`src/rtl/diag_evc_pkg.sv`:
```
// Purpose: constants and types for the transmit-side diagnostic event counters
// Assumes: AXI4-Lite with 32-bit data, one aligned word per register
// Notes:   printed sub-addresses are word indices; byte address is four times the index
package diag_evc_pkg;

  // register indices as printed, byte address = index * 4
  localparam logic [5:0]  IDX_CTRL       = 6'h00;
  localparam logic [5:0]  IDX_TX_FRAME   = 6'h16;
  localparam logic [5:0]  IDX_LATE_WARN  = 6'h18;
  localparam int          IDX_LSB        = 2;
  localparam int          IDX_W          = 6;

  localparam int          DATA_W         = 32;
  localparam int          REG_W          = 16;
  localparam int          CNT_W_DEF      = 12;
  localparam int          NUM_CNT        = 2;
  localparam int          CNT_TX_FRAME   = 0;
  localparam int          CNT_LATE_WARN  = 1;

  localparam int          CTRL_EN_BIT    = 0;
  localparam logic        CTRL_EN_RESET  = 1'b0;

  localparam logic [1:0]  RESP_OKAY      = 2'h0;
  localparam logic [1:0]  RESP_SLVERR    = 2'h2;

  // which register an address selects
  typedef enum logic [1:0] {
    SEL_NONE      = 2'b00,
    SEL_CTRL      = 2'b01,
    SEL_TX_FRAME  = 2'b10,
    SEL_LATE_WARN = 2'b11
  } reg_sel_t;

  // one-cycle event reports from the transceiver core
  typedef struct packed {
    logic frame_sent_event;
    logic late_delay_warning_event;
  } diag_evt_t;

endpackage : diag_evc_pkg

```
`src/rtl/diag_tx_event_counters.sv`:
```
// Purpose: frame-sent and late-delay-warning event counters behind an AXI4-Lite slave
// Assumes: event inputs are one-cycle pulses synchronous to clk
// Notes:   counters are read-only; writes to them answer OKAY and change nothing
//
// Summary of operation
// transmitted-frame counter is 12 bits in bits 11:0, plus one per frame sent
// frame counter advances once per frame-sent event report
// late-delay warning counter is 12 bits, plus one per warning event report
// only late-invoked delayed transmit or receive warnings count as warnings
// both counters move only while event-counter enable is set, else hold
// bits 15:12 of each counter register are reserved and read zero
// frame counter at index 0x16, warning counter at 0x18, read-only, reset zero
// a counter at its maximum wraps to zero on the next event
//
// The AXI4-Lite interface to the registers was chosen for this implementation.
`timescale 1ns/1ps
`default_nettype none
module diag_tx_event_counters
  import diag_evc_pkg::*;
#(
  parameter int ADDR_W = 8,
  parameter int CNT_W  = CNT_W_DEF
) (
  input  wire logic                clk,
  input  wire logic                rst_b,
  input  wire diag_evt_t           evt,
  input  wire logic [ADDR_W-1:0]   s_axi_awaddr,
  input  wire logic                s_axi_awvalid,
  output logic                     s_axi_awready,
  input  wire logic [DATA_W-1:0]   s_axi_wdata,
  input  wire logic [DATA_W/8-1:0] s_axi_wstrb,
  input  wire logic                s_axi_wvalid,
  output logic                     s_axi_wready,
  output logic [1:0]               s_axi_bresp,
  output logic                     s_axi_bvalid,
  input  wire logic                s_axi_bready,
  input  wire logic [ADDR_W-1:0]   s_axi_araddr,
  input  wire logic                s_axi_arvalid,
  output logic                     s_axi_arready,
  output logic [DATA_W-1:0]        s_axi_rdata,
  output logic [1:0]               s_axi_rresp,
  output logic                     s_axi_rvalid,
  input  wire logic                s_axi_rready
);

  if (CNT_W < 1 || CNT_W > REG_W || ADDR_W < IDX_LSB + IDX_W)
  begin : g_param_check
    $error("diag_tx_event_counters: unsupported CNT_W or ADDR_W");
  end

  function automatic reg_sel_t addr_sel(input logic [ADDR_W-1:0] a);
    logic [IDX_W-1:0] idx;
    idx = a[IDX_LSB +: IDX_W];
    // a shift, not a part-select, so an address bus with no spare upper bits still elaborates
    if (a[IDX_LSB-1:0] != '0 || (a >> (IDX_LSB + IDX_W)) != '0)
      addr_sel = SEL_NONE;
    else if (idx == IDX_CTRL)
      addr_sel = SEL_CTRL;
    else if (idx == IDX_TX_FRAME)
      addr_sel = SEL_TX_FRAME;
    else if (idx == IDX_LATE_WARN)
      addr_sel = SEL_LATE_WARN;
    else
      addr_sel = SEL_NONE;
  endfunction : addr_sel

  logic                    event_counter_enable;
  logic [CNT_W-1:0]        count [NUM_CNT];
  logic [NUM_CNT-1:0]      hit;
  logic                    aw_held;
  logic                    w_held;
  logic [ADDR_W-1:0]       aw_addr_q;
  logic [DATA_W-1:0]       w_data_q;
  logic [DATA_W/8-1:0]     w_strb_q;

  // event lines already carry only the qualifying causes; a late-power-up
  // warning travels on a separate line and never reaches this block
  assign hit[CNT_TX_FRAME]  = evt.frame_sent_event;
  assign hit[CNT_LATE_WARN] = evt.late_delay_warning_event;

  wire [CNT_W-1:0] tx_frame_sent_count      = count[CNT_TX_FRAME];
  wire [CNT_W-1:0] late_delay_warning_count = count[CNT_LATE_WARN];

  for (genvar i = 0; i < NUM_CNT; i++)
  begin : g_cnt
    // natural binary wrap: a saturated count would hide later activity
    logic [CNT_W-1:0] value;
    wire  [CNT_W-1:0] next_count = value + CNT_W'(1);
    assign count[i] = value;
    always_ff @(posedge clk)
    begin
      if (!rst_b)
        value <= '0;
      else if (event_counter_enable && hit[i])
        value <= next_count;
    end
  end

  // write channel: address and data taken in either order
  wire aw_hs      = s_axi_awvalid && s_axi_awready;
  wire w_hs       = s_axi_wvalid && s_axi_wready;
  wire aw_have    = aw_held || aw_hs;
  wire w_have     = w_held || w_hs;
  wire wr_fire    = aw_have && w_have;
  wire [ADDR_W-1:0]   wr_addr = aw_held ? aw_addr_q : s_axi_awaddr;
  wire [DATA_W-1:0]   wr_data = w_held ? w_data_q : s_axi_wdata;
  wire [DATA_W/8-1:0] wr_strb = w_held ? w_strb_q : s_axi_wstrb;
  wire reg_sel_t      wr_sel  = addr_sel(wr_addr);
  wire ctrl_wr    = wr_fire && wr_sel == SEL_CTRL && wr_strb[CTRL_EN_BIT / 8];
  wire [1:0] next_bresp = (wr_sel == SEL_NONE) ? RESP_SLVERR : RESP_OKAY;

  assign s_axi_awready = !aw_held && !s_axi_bvalid;
  assign s_axi_wready  = !w_held && !s_axi_bvalid;

  always_ff @(posedge clk)
  begin
    if (!rst_b)
    begin
      aw_held      <= 1'b0;
      w_held       <= 1'b0;
      aw_addr_q    <= '0;
      w_data_q     <= '0;
      w_strb_q     <= '0;
      s_axi_bvalid <= 1'b0;
      s_axi_bresp  <= RESP_OKAY;
    end
    else
    begin
      aw_held <= aw_have && !wr_fire;
      w_held  <= w_have && !wr_fire;
      if (aw_hs)
        aw_addr_q <= s_axi_awaddr;
      if (w_hs)
      begin
        w_data_q <= s_axi_wdata;
        w_strb_q <= s_axi_wstrb;
      end
      if (wr_fire)
      begin
        s_axi_bvalid <= 1'b1;
        s_axi_bresp  <= next_bresp;
      end
      else if (s_axi_bready)
        s_axi_bvalid <= 1'b0;
    end
  end

  always_ff @(posedge clk)
  begin
    if (!rst_b)
      event_counter_enable <= CTRL_EN_RESET;
    else if (ctrl_wr)
      event_counter_enable <= wr_data[CTRL_EN_BIT];
  end

  // read channel: one read in flight, answer one cycle after the address
  wire reg_sel_t rd_sel = addr_sel(s_axi_araddr);
  wire ar_hs = s_axi_arvalid && s_axi_arready;
  logic [DATA_W-1:0] next_rdata;
  always_comb
  begin
    next_rdata = '0;
    case (rd_sel)
      SEL_CTRL:      next_rdata[CTRL_EN_BIT] = event_counter_enable;
      SEL_TX_FRAME:  next_rdata[CNT_W-1:0] = tx_frame_sent_count;
      SEL_LATE_WARN: next_rdata[CNT_W-1:0] = late_delay_warning_count;
      default:       next_rdata = '0;
    endcase
  end

  assign s_axi_arready = !s_axi_rvalid;

  always_ff @(posedge clk)
  begin
    if (!rst_b)
    begin
      s_axi_rvalid <= 1'b0;
      s_axi_rdata  <= '0;
      s_axi_rresp  <= RESP_OKAY;
    end
    else if (ar_hs)
    begin
      s_axi_rvalid <= 1'b1;
      s_axi_rdata  <= next_rdata;
      s_axi_rresp  <= (rd_sel == SEL_NONE) ? RESP_SLVERR : RESP_OKAY;
    end
    else if (s_axi_rready)
      s_axi_rvalid <= 1'b0;
  end

  localparam logic [CNT_W-1:0] CNT_MAX = '1;

  frame_count_step_a: assert property (@(posedge clk) disable iff (!rst_b)
    event_counter_enable && evt.frame_sent_event
      |=> tx_frame_sent_count == CNT_W'($past(tx_frame_sent_count) + 1'b1))
    else $error("frame counter did not advance on a frame-sent event");

  frame_count_hold_a: assert property (@(posedge clk) disable iff (!rst_b)
    !evt.frame_sent_event |=> $stable(tx_frame_sent_count))
    else $error("frame counter moved without a frame-sent event");

  warn_count_step_a: assert property (@(posedge clk) disable iff (!rst_b)
    event_counter_enable && evt.late_delay_warning_event
      |=> late_delay_warning_count == CNT_W'($past(late_delay_warning_count) + 1'b1))
    else $error("warning counter did not advance on a warning event");

  warn_count_hold_a: assert property (@(posedge clk) disable iff (!rst_b)
    !evt.late_delay_warning_event |=> $stable(late_delay_warning_count))
    else $error("warning counter moved without a warning event");

  disabled_hold_a: assert property (@(posedge clk) disable iff (!rst_b)
    !event_counter_enable [*2] |-> $stable(tx_frame_sent_count) && $stable(late_delay_warning_count))
    else $error("counter changed while counting disabled");

  reserved_zero_a: assert property (@(posedge clk) disable iff (!rst_b)
    ar_hs && rd_sel inside {SEL_TX_FRAME, SEL_LATE_WARN}
      |=> s_axi_rvalid && s_axi_rdata[DATA_W-1:CNT_W] == '0)
    else $error("reserved counter bits read nonzero");

  read_value_a: assert property (@(posedge clk) disable iff (!rst_b)
    ar_hs && rd_sel == SEL_TX_FRAME
      |=> s_axi_rvalid && s_axi_rresp == RESP_OKAY && s_axi_rdata[CNT_W-1:0] == $past(tx_frame_sent_count))
    else $error("frame counter read returned wrong value");

  count_wrap_a: assert property (@(posedge clk) disable iff (!rst_b)
    event_counter_enable && evt.late_delay_warning_event && late_delay_warning_count == CNT_MAX
      |=> late_delay_warning_count == '0)
    else $error("warning counter failed to wrap to zero");

  write_resp_a: assert property (@(posedge clk) disable iff (!rst_b)
    wr_fire |=> s_axi_bvalid && s_axi_bresp == $past(next_bresp))
    else $error("write response missing or wrong");

  resp_hold_a: assert property (@(posedge clk) disable iff (!rst_b)
    s_axi_bvalid && !s_axi_bready |=> s_axi_bvalid && $stable(s_axi_bresp))
    else $error("write response dropped before it was taken");

  frame_count_c: cover property (@(posedge clk) disable iff (!rst_b)
    event_counter_enable && evt.frame_sent_event);
  warn_wrap_c:   cover property (@(posedge clk) disable iff (!rst_b)
    event_counter_enable && evt.late_delay_warning_event && late_delay_warning_count == CNT_MAX);
  ctrl_write_c:  cover property (@(posedge clk) disable iff (!rst_b) ctrl_wr);
  cnt_read_c:    cover property (@(posedge clk) disable iff (!rst_b) ar_hs && rd_sel == SEL_LATE_WARN);

endmodule : diag_tx_event_counters
`default_nettype wire

```
`config.mk`:
```
export PLATFORM = sky130hd
export DESIGN_NAME = diag_tx_event_counters
export DESIGN_NICKNAME = d
export VERILOG_FILES = /design/src/rtl/diag_evc_pkg.sv /design/src/rtl/diag_tx_event_counters.sv
export SDC_FILE = /design/constraint.sdc
export NUM_CORES = 1
export LEC_CHECK = 0
export BUFFER_PORTS_ARGS = -buffer_cell sky130_fd_sc_hd__buf_2
export CORE_MARGIN = 8
export CORE_UTILIZATION = 49
export DETAILED_ROUTE_END_ITERATION = 16
export HOLD_SLACK_MARGIN = 0.1
export PLACE_DENSITY = 0.81
export SYNTH_ARGS = -nofsm -noshare
export SYNTH_HDL_FRONTEND = slang
export SYNTH_SLANG_ARGS = --single-unit
```
`constraint.sdc`:
```
create_clock -name clk -period 2.1 [get_ports clk]
set_clock_uncertainty 0.2 [all_clocks]
set_input_delay 0.315 -clock clk [delete_from_list [all_inputs] [get_ports clk]]
set_output_delay 0.315 -clock clk [all_outputs]
set_load 0.02 [all_outputs]
```
==> flow_metrics.tcl, run 1 <==
set metrics [dict create \
    track_usage 0.1352 \
    num_vias 2159 \
    post_cts_resize_count 0 \
    drt-wirelength-per-cell_um 12.80 \
    setup_tns_ns 0 \
    numCtsBuffers 5 \
    crit_path_max_incr_delay_ns 0.53 \
    routed_via_density 5.128 \
    holdWs_ns 0.1175 \
    post-route-min-period_ns 1.982 \
    synth_cell_types 43 \
    synth_area_per_cell_um2 9.156 \
    io_buffers 45 \
    worst-setup-path-type "in -> reg" \
    hold_path.class "in -> reg" \
    setup_viol 0 \
    dp_hpwl_mm 4.029 \
    peakVddDrop_uv 378.0 \
    n_antenna_cell 0 \
    synthCells 296 \
    htree_levels 2 \
    path_clk_slew_ns 0.09 \
    synthToLayoutAreaGrowth_pct 14.22 \
    required_ns 2.14 \
    max_freq_mhz 504.5 \
    cts_tree "done" \
    rsz0062_at_grt "false" \
    clkSinkCount 53 \
    grt_overflow 0 \
    die_area_mm2 0.008167 \
    die_h_um 90.37 \
    grt_pass1_vias 2199 \
    drv_slew 0 \
    hold_viol 0 \
    fin_ws_ns 0.1180 \
    gp_congestion 0.7946 \
    clockRootBuffer "clkbuf_8" \
    grt_pass1_wl_mm 9.466 \
    layout-drive-gt1-share 0.1862 \
    powerDensity_mw_per_mm2 602.9 \
    stdcell_area_mm2 0.003095 \
    die-width_um 90.37 \
    cp-end-kind "register" \
    ys_ff_latch 53 \
    ys_warn_count 0 \
    pre_cts_ws_ns 0.2098 \
    fin_crit_sh 0.9438 \
    p_leak_nw 1.263 \
    startpoint_type "input port" \
    crit_family "buffers and inverters" \
    row_count 27 \
    ys_seq_area_frac 0.3915 \
    worstPathMaxFanout 2 \
    cts_buffer_depth 2 \
    crit_slowest_cell "dlygate4sd3_1" \
    routed_wl_mm 5.387 \
    drcViolationCount 0 \
    worstPathArrival_ns 2.02 \
    final_nets 411 \
    clk-insertion-delay-late_ns 0.31 \
    core_area_mm2 0.005439 \
    ant_nets 0 \
    crit_chain "dlygate4sd3_1 > buf_2 > nor4_1 > mux2_2 > nand2_1 > nor4_2 > mux2i_1" \
    antenna_found_initial 0 \
    ios 102 \
    placed_cell_area_mm2 0.002928 \
    initial_utilization 0.4983 \
    drtPass1Iterations 4 \
    cap_violations 0 \
    syn_area_mm2 0.002710 \
    status "completed" \
    path_buf_inv 2 \
    grt_max_degree 55 \
    drt_iter0_drc 66 \
]
-- what timing repair did --
action                                 4_1_cts  5_1_grt
buffers inserted                             0        0
hold buffers                                 8        0
endpoints found under the hold margin        7        0
-- where the power goes --
group	switching (mW)	internal, mW	leakage, nW	total, mW
Sequential	0.0224	1.03	0.430	1.05
Clock	0.331	0.235	0.0374	0.566
Combinational	0.146	0.104	0.796	0.250
Total	0.499	1.37	1.26	1.87
-- placed cells by master, fill, tap and decap left out, types with 2 or more instances in the layout --
cell type      instances
xnor2_1               20
nor2_1                 7
nand2_1               25
a2bb2oi_1              2
mux2_2                 2
inv_1                  3
and2_1                24
nand4b_1               2
a22o_1                12
buf_2                 45
ha_1                   2
nand3_1                9
conb_1                22
clkbuf_8               5
a21boi_1               3
nor3b_1                3
nor2b_1               21
o21ai_0                5
nor4_2                 2
xor2_1                 3
mux2i_1               11
or3_1                  2
and3_1                 4
buf_4                  7
a21boi_0               4
nand4_1                4
a22oi_1               12
nor4_1                 2
dlygate4sd3_1          8
nor3_1                 3
a21oi_1                4
and4_1                 4
dfxtp_1               53
clkinvlp_4             2
-- area by class of cell --
cell class              instances  area (um^2)
inverters                       3        11.26
fillers                       507         2344
well taps                      72        90.09
clock buffers                   6        72.57
repair buffers                 60        357.8
clock inverters                 2        15.01
multi-input cells             225         1488
flip-flops and latches         53         1061
-- kinds of logic after synthesis --
kind of cell | share of synthesized area
AND/OR/NAND/NOR | 0.2511
flip-flops | 0.3915
multiplexers | 0.04894
AO/OA/AOI/OAI | 0.1348
other | 0.001384
XOR/XNOR | 0.07433
buffers and inverters | 0.08865
adder cells (fa/ha/maj) | 0.009232
-- tightest hold or removal path: stages --
cell	delay, ns
buf_2	0.10
mux2i_1	0.06
nor2b_1	0.11
-- flip-flops by register name, indices dropped and copies added, names as in the netlist --
signal,count
aw_addr_q,8
aw_held,1
event_counter_enable,1
g_cnt.value,24
s_axi_bresp,1
s_axi_bvalid,1
s_axi_rdata,12
s_axi_rresp,1
s_axi_rvalid,1
w_data_q,1
w_held,1
w_strb_q,1
-- metal layers --
| layer | global-route usage | up-vias | part of all wire |
|---|---|---|---|
| met1 | 0.1403 | 993 | 0.44 |
| met3 | 0.06816 | 4 | 0.080 |
| met2 | 0.2368 | 68 | 0.48 |
| met5 | 0 | - | 0 |
| met4 | 0.03190 | 0 | 0.0052 |
| li1 | - | 1094 | - |
-- synth_stat cells, drive strengths merged --
library cell	n	area [um^2]
a21boi	7	52.55
a21oi	4	20.02
a22o	13	115.1
a22oi	12	90.09
a2bb2oi	2	17.52
and2	24	150.1
and3	4	25.02
and3b	1	8.760
and4	4	35.03
buf	29	202.7
clkbuf	7	26.28
conb	1	3.750
dfxtp	53	1061
ha	2	25.02
inv	3	11.26
mux2	2	22.52
mux2i	11	110.1
nand2	25	93.84
nand2b	1	6.260
nand3	9	45.04
nand3b	1	7.510
nand4	4	25.02
nand4b	2	17.52
nor2	7	26.28
nor2b	21	131.4
nor3	3	15.01
nor3b	4	35.03
nor4	4	37.53
o211a	1	10.01
o211ai	1	7.510
o21ai	5	25.02
o221a	1	11.26
o221ai	1	8.760
o31ai	1	7.510
or3	2	12.51
or3b	1	8.760
xnor2	20	175.2
xor2	3	26.28
-- path summary, 6_finish.rpt --
path | depth (start not counted) | end | startpoint | slack (ns)
setup / recovery | 7 | event_counter_enable$_SDFFE_PN0P_ | s_axi_awaddr[7] | 0.12
hold reg to reg | 2 | s_axi_bresp[1]$_SDFFE_PN0P_ | s_axi_bresp[1]$_SDFFE_PN0P_ | 0.26
setup reg to reg | 5 | event_counter_enable$_SDFFE_PN0P_ | aw_held$_SDFF_PN0_ | 0.21
hold / removal | 3 | aw_addr_q[0]$_SDFFE_PN0P_ | s_axi_awaddr[0] | 0.12
-- per-stage QoR --
| step | utilization | total power, mW | instances |
|---|---|---|---|
| floorplan | - | 1.267 | 317 |
| global placement | 0.5383 | 1.303 | 405 |
| detailed placement | 0.5383 | 1.309 | 405 |
| CTS | 0.5691 | 1.886 | 421 |
| global route | 0.5691 | 1.962 | 421 |
| finish | 0.5691 | 1.866 | 421 |
No activity file was read; power rests on OpenSTA's default activity.
==> run 2: changes to the inputs <==
--- a/config.mk
+++ b/config.mk
@@ -8,9 +8,10 @@
 export BUFFER_PORTS_ARGS = -buffer_cell sky130_fd_sc_hd__buf_2
 export CORE_MARGIN = 8
 export CORE_UTILIZATION = 49
+export CTS_CLUSTER_SIZE = 25
 export DETAILED_ROUTE_END_ITERATION = 16
 export HOLD_SLACK_MARGIN = 0.1
-export PLACE_DENSITY = 0.81
+export PLACE_DENSITY_LB_ADDON = 0.12
 export SYNTH_ARGS = -nofsm -noshare
 export SYNTH_HDL_FRONTEND = slang
 export SYNTH_SLANG_ARGS = --single-unit
==> run 2 against run 1 <==
Compared with the run above: combinational power increased by 2%; worst setup slack better by 0.023 ns; final cell count up 0.48%; sequential share of layout area shrank 0.68 points; fmax up 1.2%; die area stayed put; critical endpoint unchanged; largest cell class unchanged; highest routed layer unchanged.
==> flow_metrics.tcl, run 2 (same netlist as run 1, synthesis figures left out) <==
set metrics [dict create \
    status "completed" \
    largest_reg_flops 24 \
    final_nets 413 \
    numCtsBuffers 5 \
    grt_max_degree 55 \
    required_ns 2.14 \
    n_antenna_cell 0 \
    hold_viol 0 \
    cap_violations 0 \
    die_area_mm2 0.008167 \
    clk-insertion-delay-late_ns 0.30 \
    rr_worst_depth 6 \
    dp_hpwl_mm 3.924 \
    worstHoldStart "s_axi_awaddr[4]" \
    nFillCells 513 \
    ant_nets 0 \
    io_buffers 45 \
    antenna_found_initial 0 \
    mostFrequentLayoutCells "dfxtp_1 (53), buf_2 (45), nand2_1 (25), and2_1 (24), conb_1 (22)" \
    path_buf_inv 2 \
    fin_crit_sh 0.9331 \
    crit_slowest_cell "dlygate4sd3_1" \
    cts_buffer_depth 2 \
    startpoint_type "input port" \
    p_leak_nw 1.298 \
    synthToLayoutAreaGrowth_pct 16.53 \
    die_h_um 90.37 \
    timing.rr.start "aw_held$_SDFF_PN0_" \
    post_cts_resize_count 0 \
    worstHoldPathCells 3 \
    crit_path_max_incr_delay_ns 0.54 \
    clkSinkCount 53 \
    routed_via_density 4.988 \
    grt_pass1_vias 2090 \
    fin_util 0.5806 \
    die-width_um 90.37 \
    cp-end-kind "register" \
    drcViolationCount 0 \
    cts_tree "done" \
    core_area_mm2 0.005439 \
    setup_tns_ns 0 \
    max_flop_register "g_cnt.value" \
    drv_slew 0 \
    crit_chain "dlygate4sd3_1 > buf_2 > nor4_1 > mux2_2 > nand2_1 > nor4_2 > mux2i_1" \
    grt_pass1_wl_mm 9.522 \
    top_regs "g_cnt.value x24, s_axi_rdata x12, aw_addr_q x8" \
    row_count 27 \
    max_freq_mhz 510.3 \
    path_clk_slew_ns 0.10 \
    post-route-min-period_ns 1.959 \
    drt-wirelength-per-cell_um 12.85 \
    gp_congestion 0.7333 \
    drtPass1Iterations 5 \
    htree_levels 2 \
    layout_commonest_cell "dfxtp_1" \
    hold_path.class "in -> reg" \
    powerDensity_mw_per_mm2 640.3 \
    r2r_slack_ns 0.28 \
    setup_viol 0 \
    initial_utilization 0.4983 \
    crit_family "buffers and inverters" \
    worstPathArrival_ns 2.00 \
    min_to "aw_addr_q[4]$_SDFFE_PN0P_" \
    worst-setup-path-type "in -> reg" \
    layout-drive-gt1-share 0.1909 \
    grt_overflow 0 \
    track_usage 0.1357 \
    rsz0062_at_grt "false" \
    drt_iter0_drc 79 \
    clockRootBuffer "clkbuf_8" \
    worstPathMaxFanout 2 \
    num_vias 2110 \
    peakVddDrop_uv 408.6 \
    routed_wl_mm 5.434 \
    ios 102 \
    reg2reg_to "event_counter_enable$_SDFFE_PN0P_" \
]
run 2: how the worst max path moves through the flow:
| stage | start | to | cells after the start | slack [ns] |
|---|---|---|---|---|
| detailed placement | s_axi_awaddr[3] | event_counter_enable$_SDFFE_PN0P_ | 6 | 0.20 |
| global placement | s_axi_awaddr[3] | event_counter_enable$_SDFFE_PN0P_ | 6 | 0.19 |
| global route | s_axi_awaddr[7] | event_counter_enable$_SDFFE_PN0P_ | 7 | 0.006 |
| floorplan | s_axi_rvalid$_SDFFE_PN0P_ | s_axi_rdata[0]$_SDFFE_PN0P_ | 5 | 0.43 |
| CTS | s_axi_awaddr[7] | event_counter_enable$_SDFFE_PN0P_ | 7 | 0.09 |
| finish | s_axi_awaddr[0] | event_counter_enable$_SDFFE_PN0P_ | 7 | 0.14 |
run 2: cell type report:
| type | instances | area (um^2) | share of cell area |
|---|---|---|---|
| Clock inverter | 2 | 37.54 | 0.01189 |
| Multi-Input combinational cell | 225 | 1488 | 0.4711 |
| Timing Repair Buffer | 62 | 387.9 | 0.1228 |
| Inverter | 3 | 11.26 | 0.003566 |
| Tap cell | 72 | 90.09 | 0.02853 |
| Sequential cell | 53 | 1061 | 0.3360 |
| Clock buffer | 6 | 82.58 | 0.02615 |
run 2: where the power goes:
group / leakage, nW / total (mW) / switching (mW) / internal (mW)
Clock: 0.0574 / 0.718 / 0.331 / 0.388
Sequential: 0.430 / 1.05 / 0.0207 / 1.03
Combinational: 0.811 / 0.255 / 0.147 / 0.108
Total: 1.30 / 2.02 / 0.498 / 1.52
run 2: worst min-delay path: stages:
cell and delay [ns]:
buf_2 0.10, mux2i_1 0.07, nor2b_1 0.10
run 2: through the flow:
step | total power, mW | worst slack, ns | hold slack [ns] | cell area (um^2) | cells
global route | 2.121 | 0.006027 | 0.1152 | 3158 | 423
global placement | 1.312 | 0.1926 | 0.2437 | 2948 | 406
floorplan | 1.267 | 0.4301 | 0.2528 | 2789 | 317
finish | 2.022 | 0.1406 | 0.1099 | 3158 | 423
CTS | 2.049 | 0.09224 | 0.1013 | 3158 | 423
detailed placement | 1.313 | 0.2033 | 0.2456 | 2948 | 406
run 2: repair_timing:
item / 4_1_cts / 5_1_grt
hold buffers: 9 / 0
buffers inserted: 0 / 0
endpoints found under the hold margin: 8 / 0
run 2: routing by layer:
layer / wire [um] / part of all wire / global-route usage / up-vias
met5: 0 / 0 / 0 / -
met4: 21 / 0.0039 / 0.03745 / 0
met3: 314 / 0.058 / 0.05071 / 2
met2: 2596 / 0.48 / 0.2442 / 46
met1: 2502 / 0.46 / 0.1443 / 966
li1: - / - / - / 1096
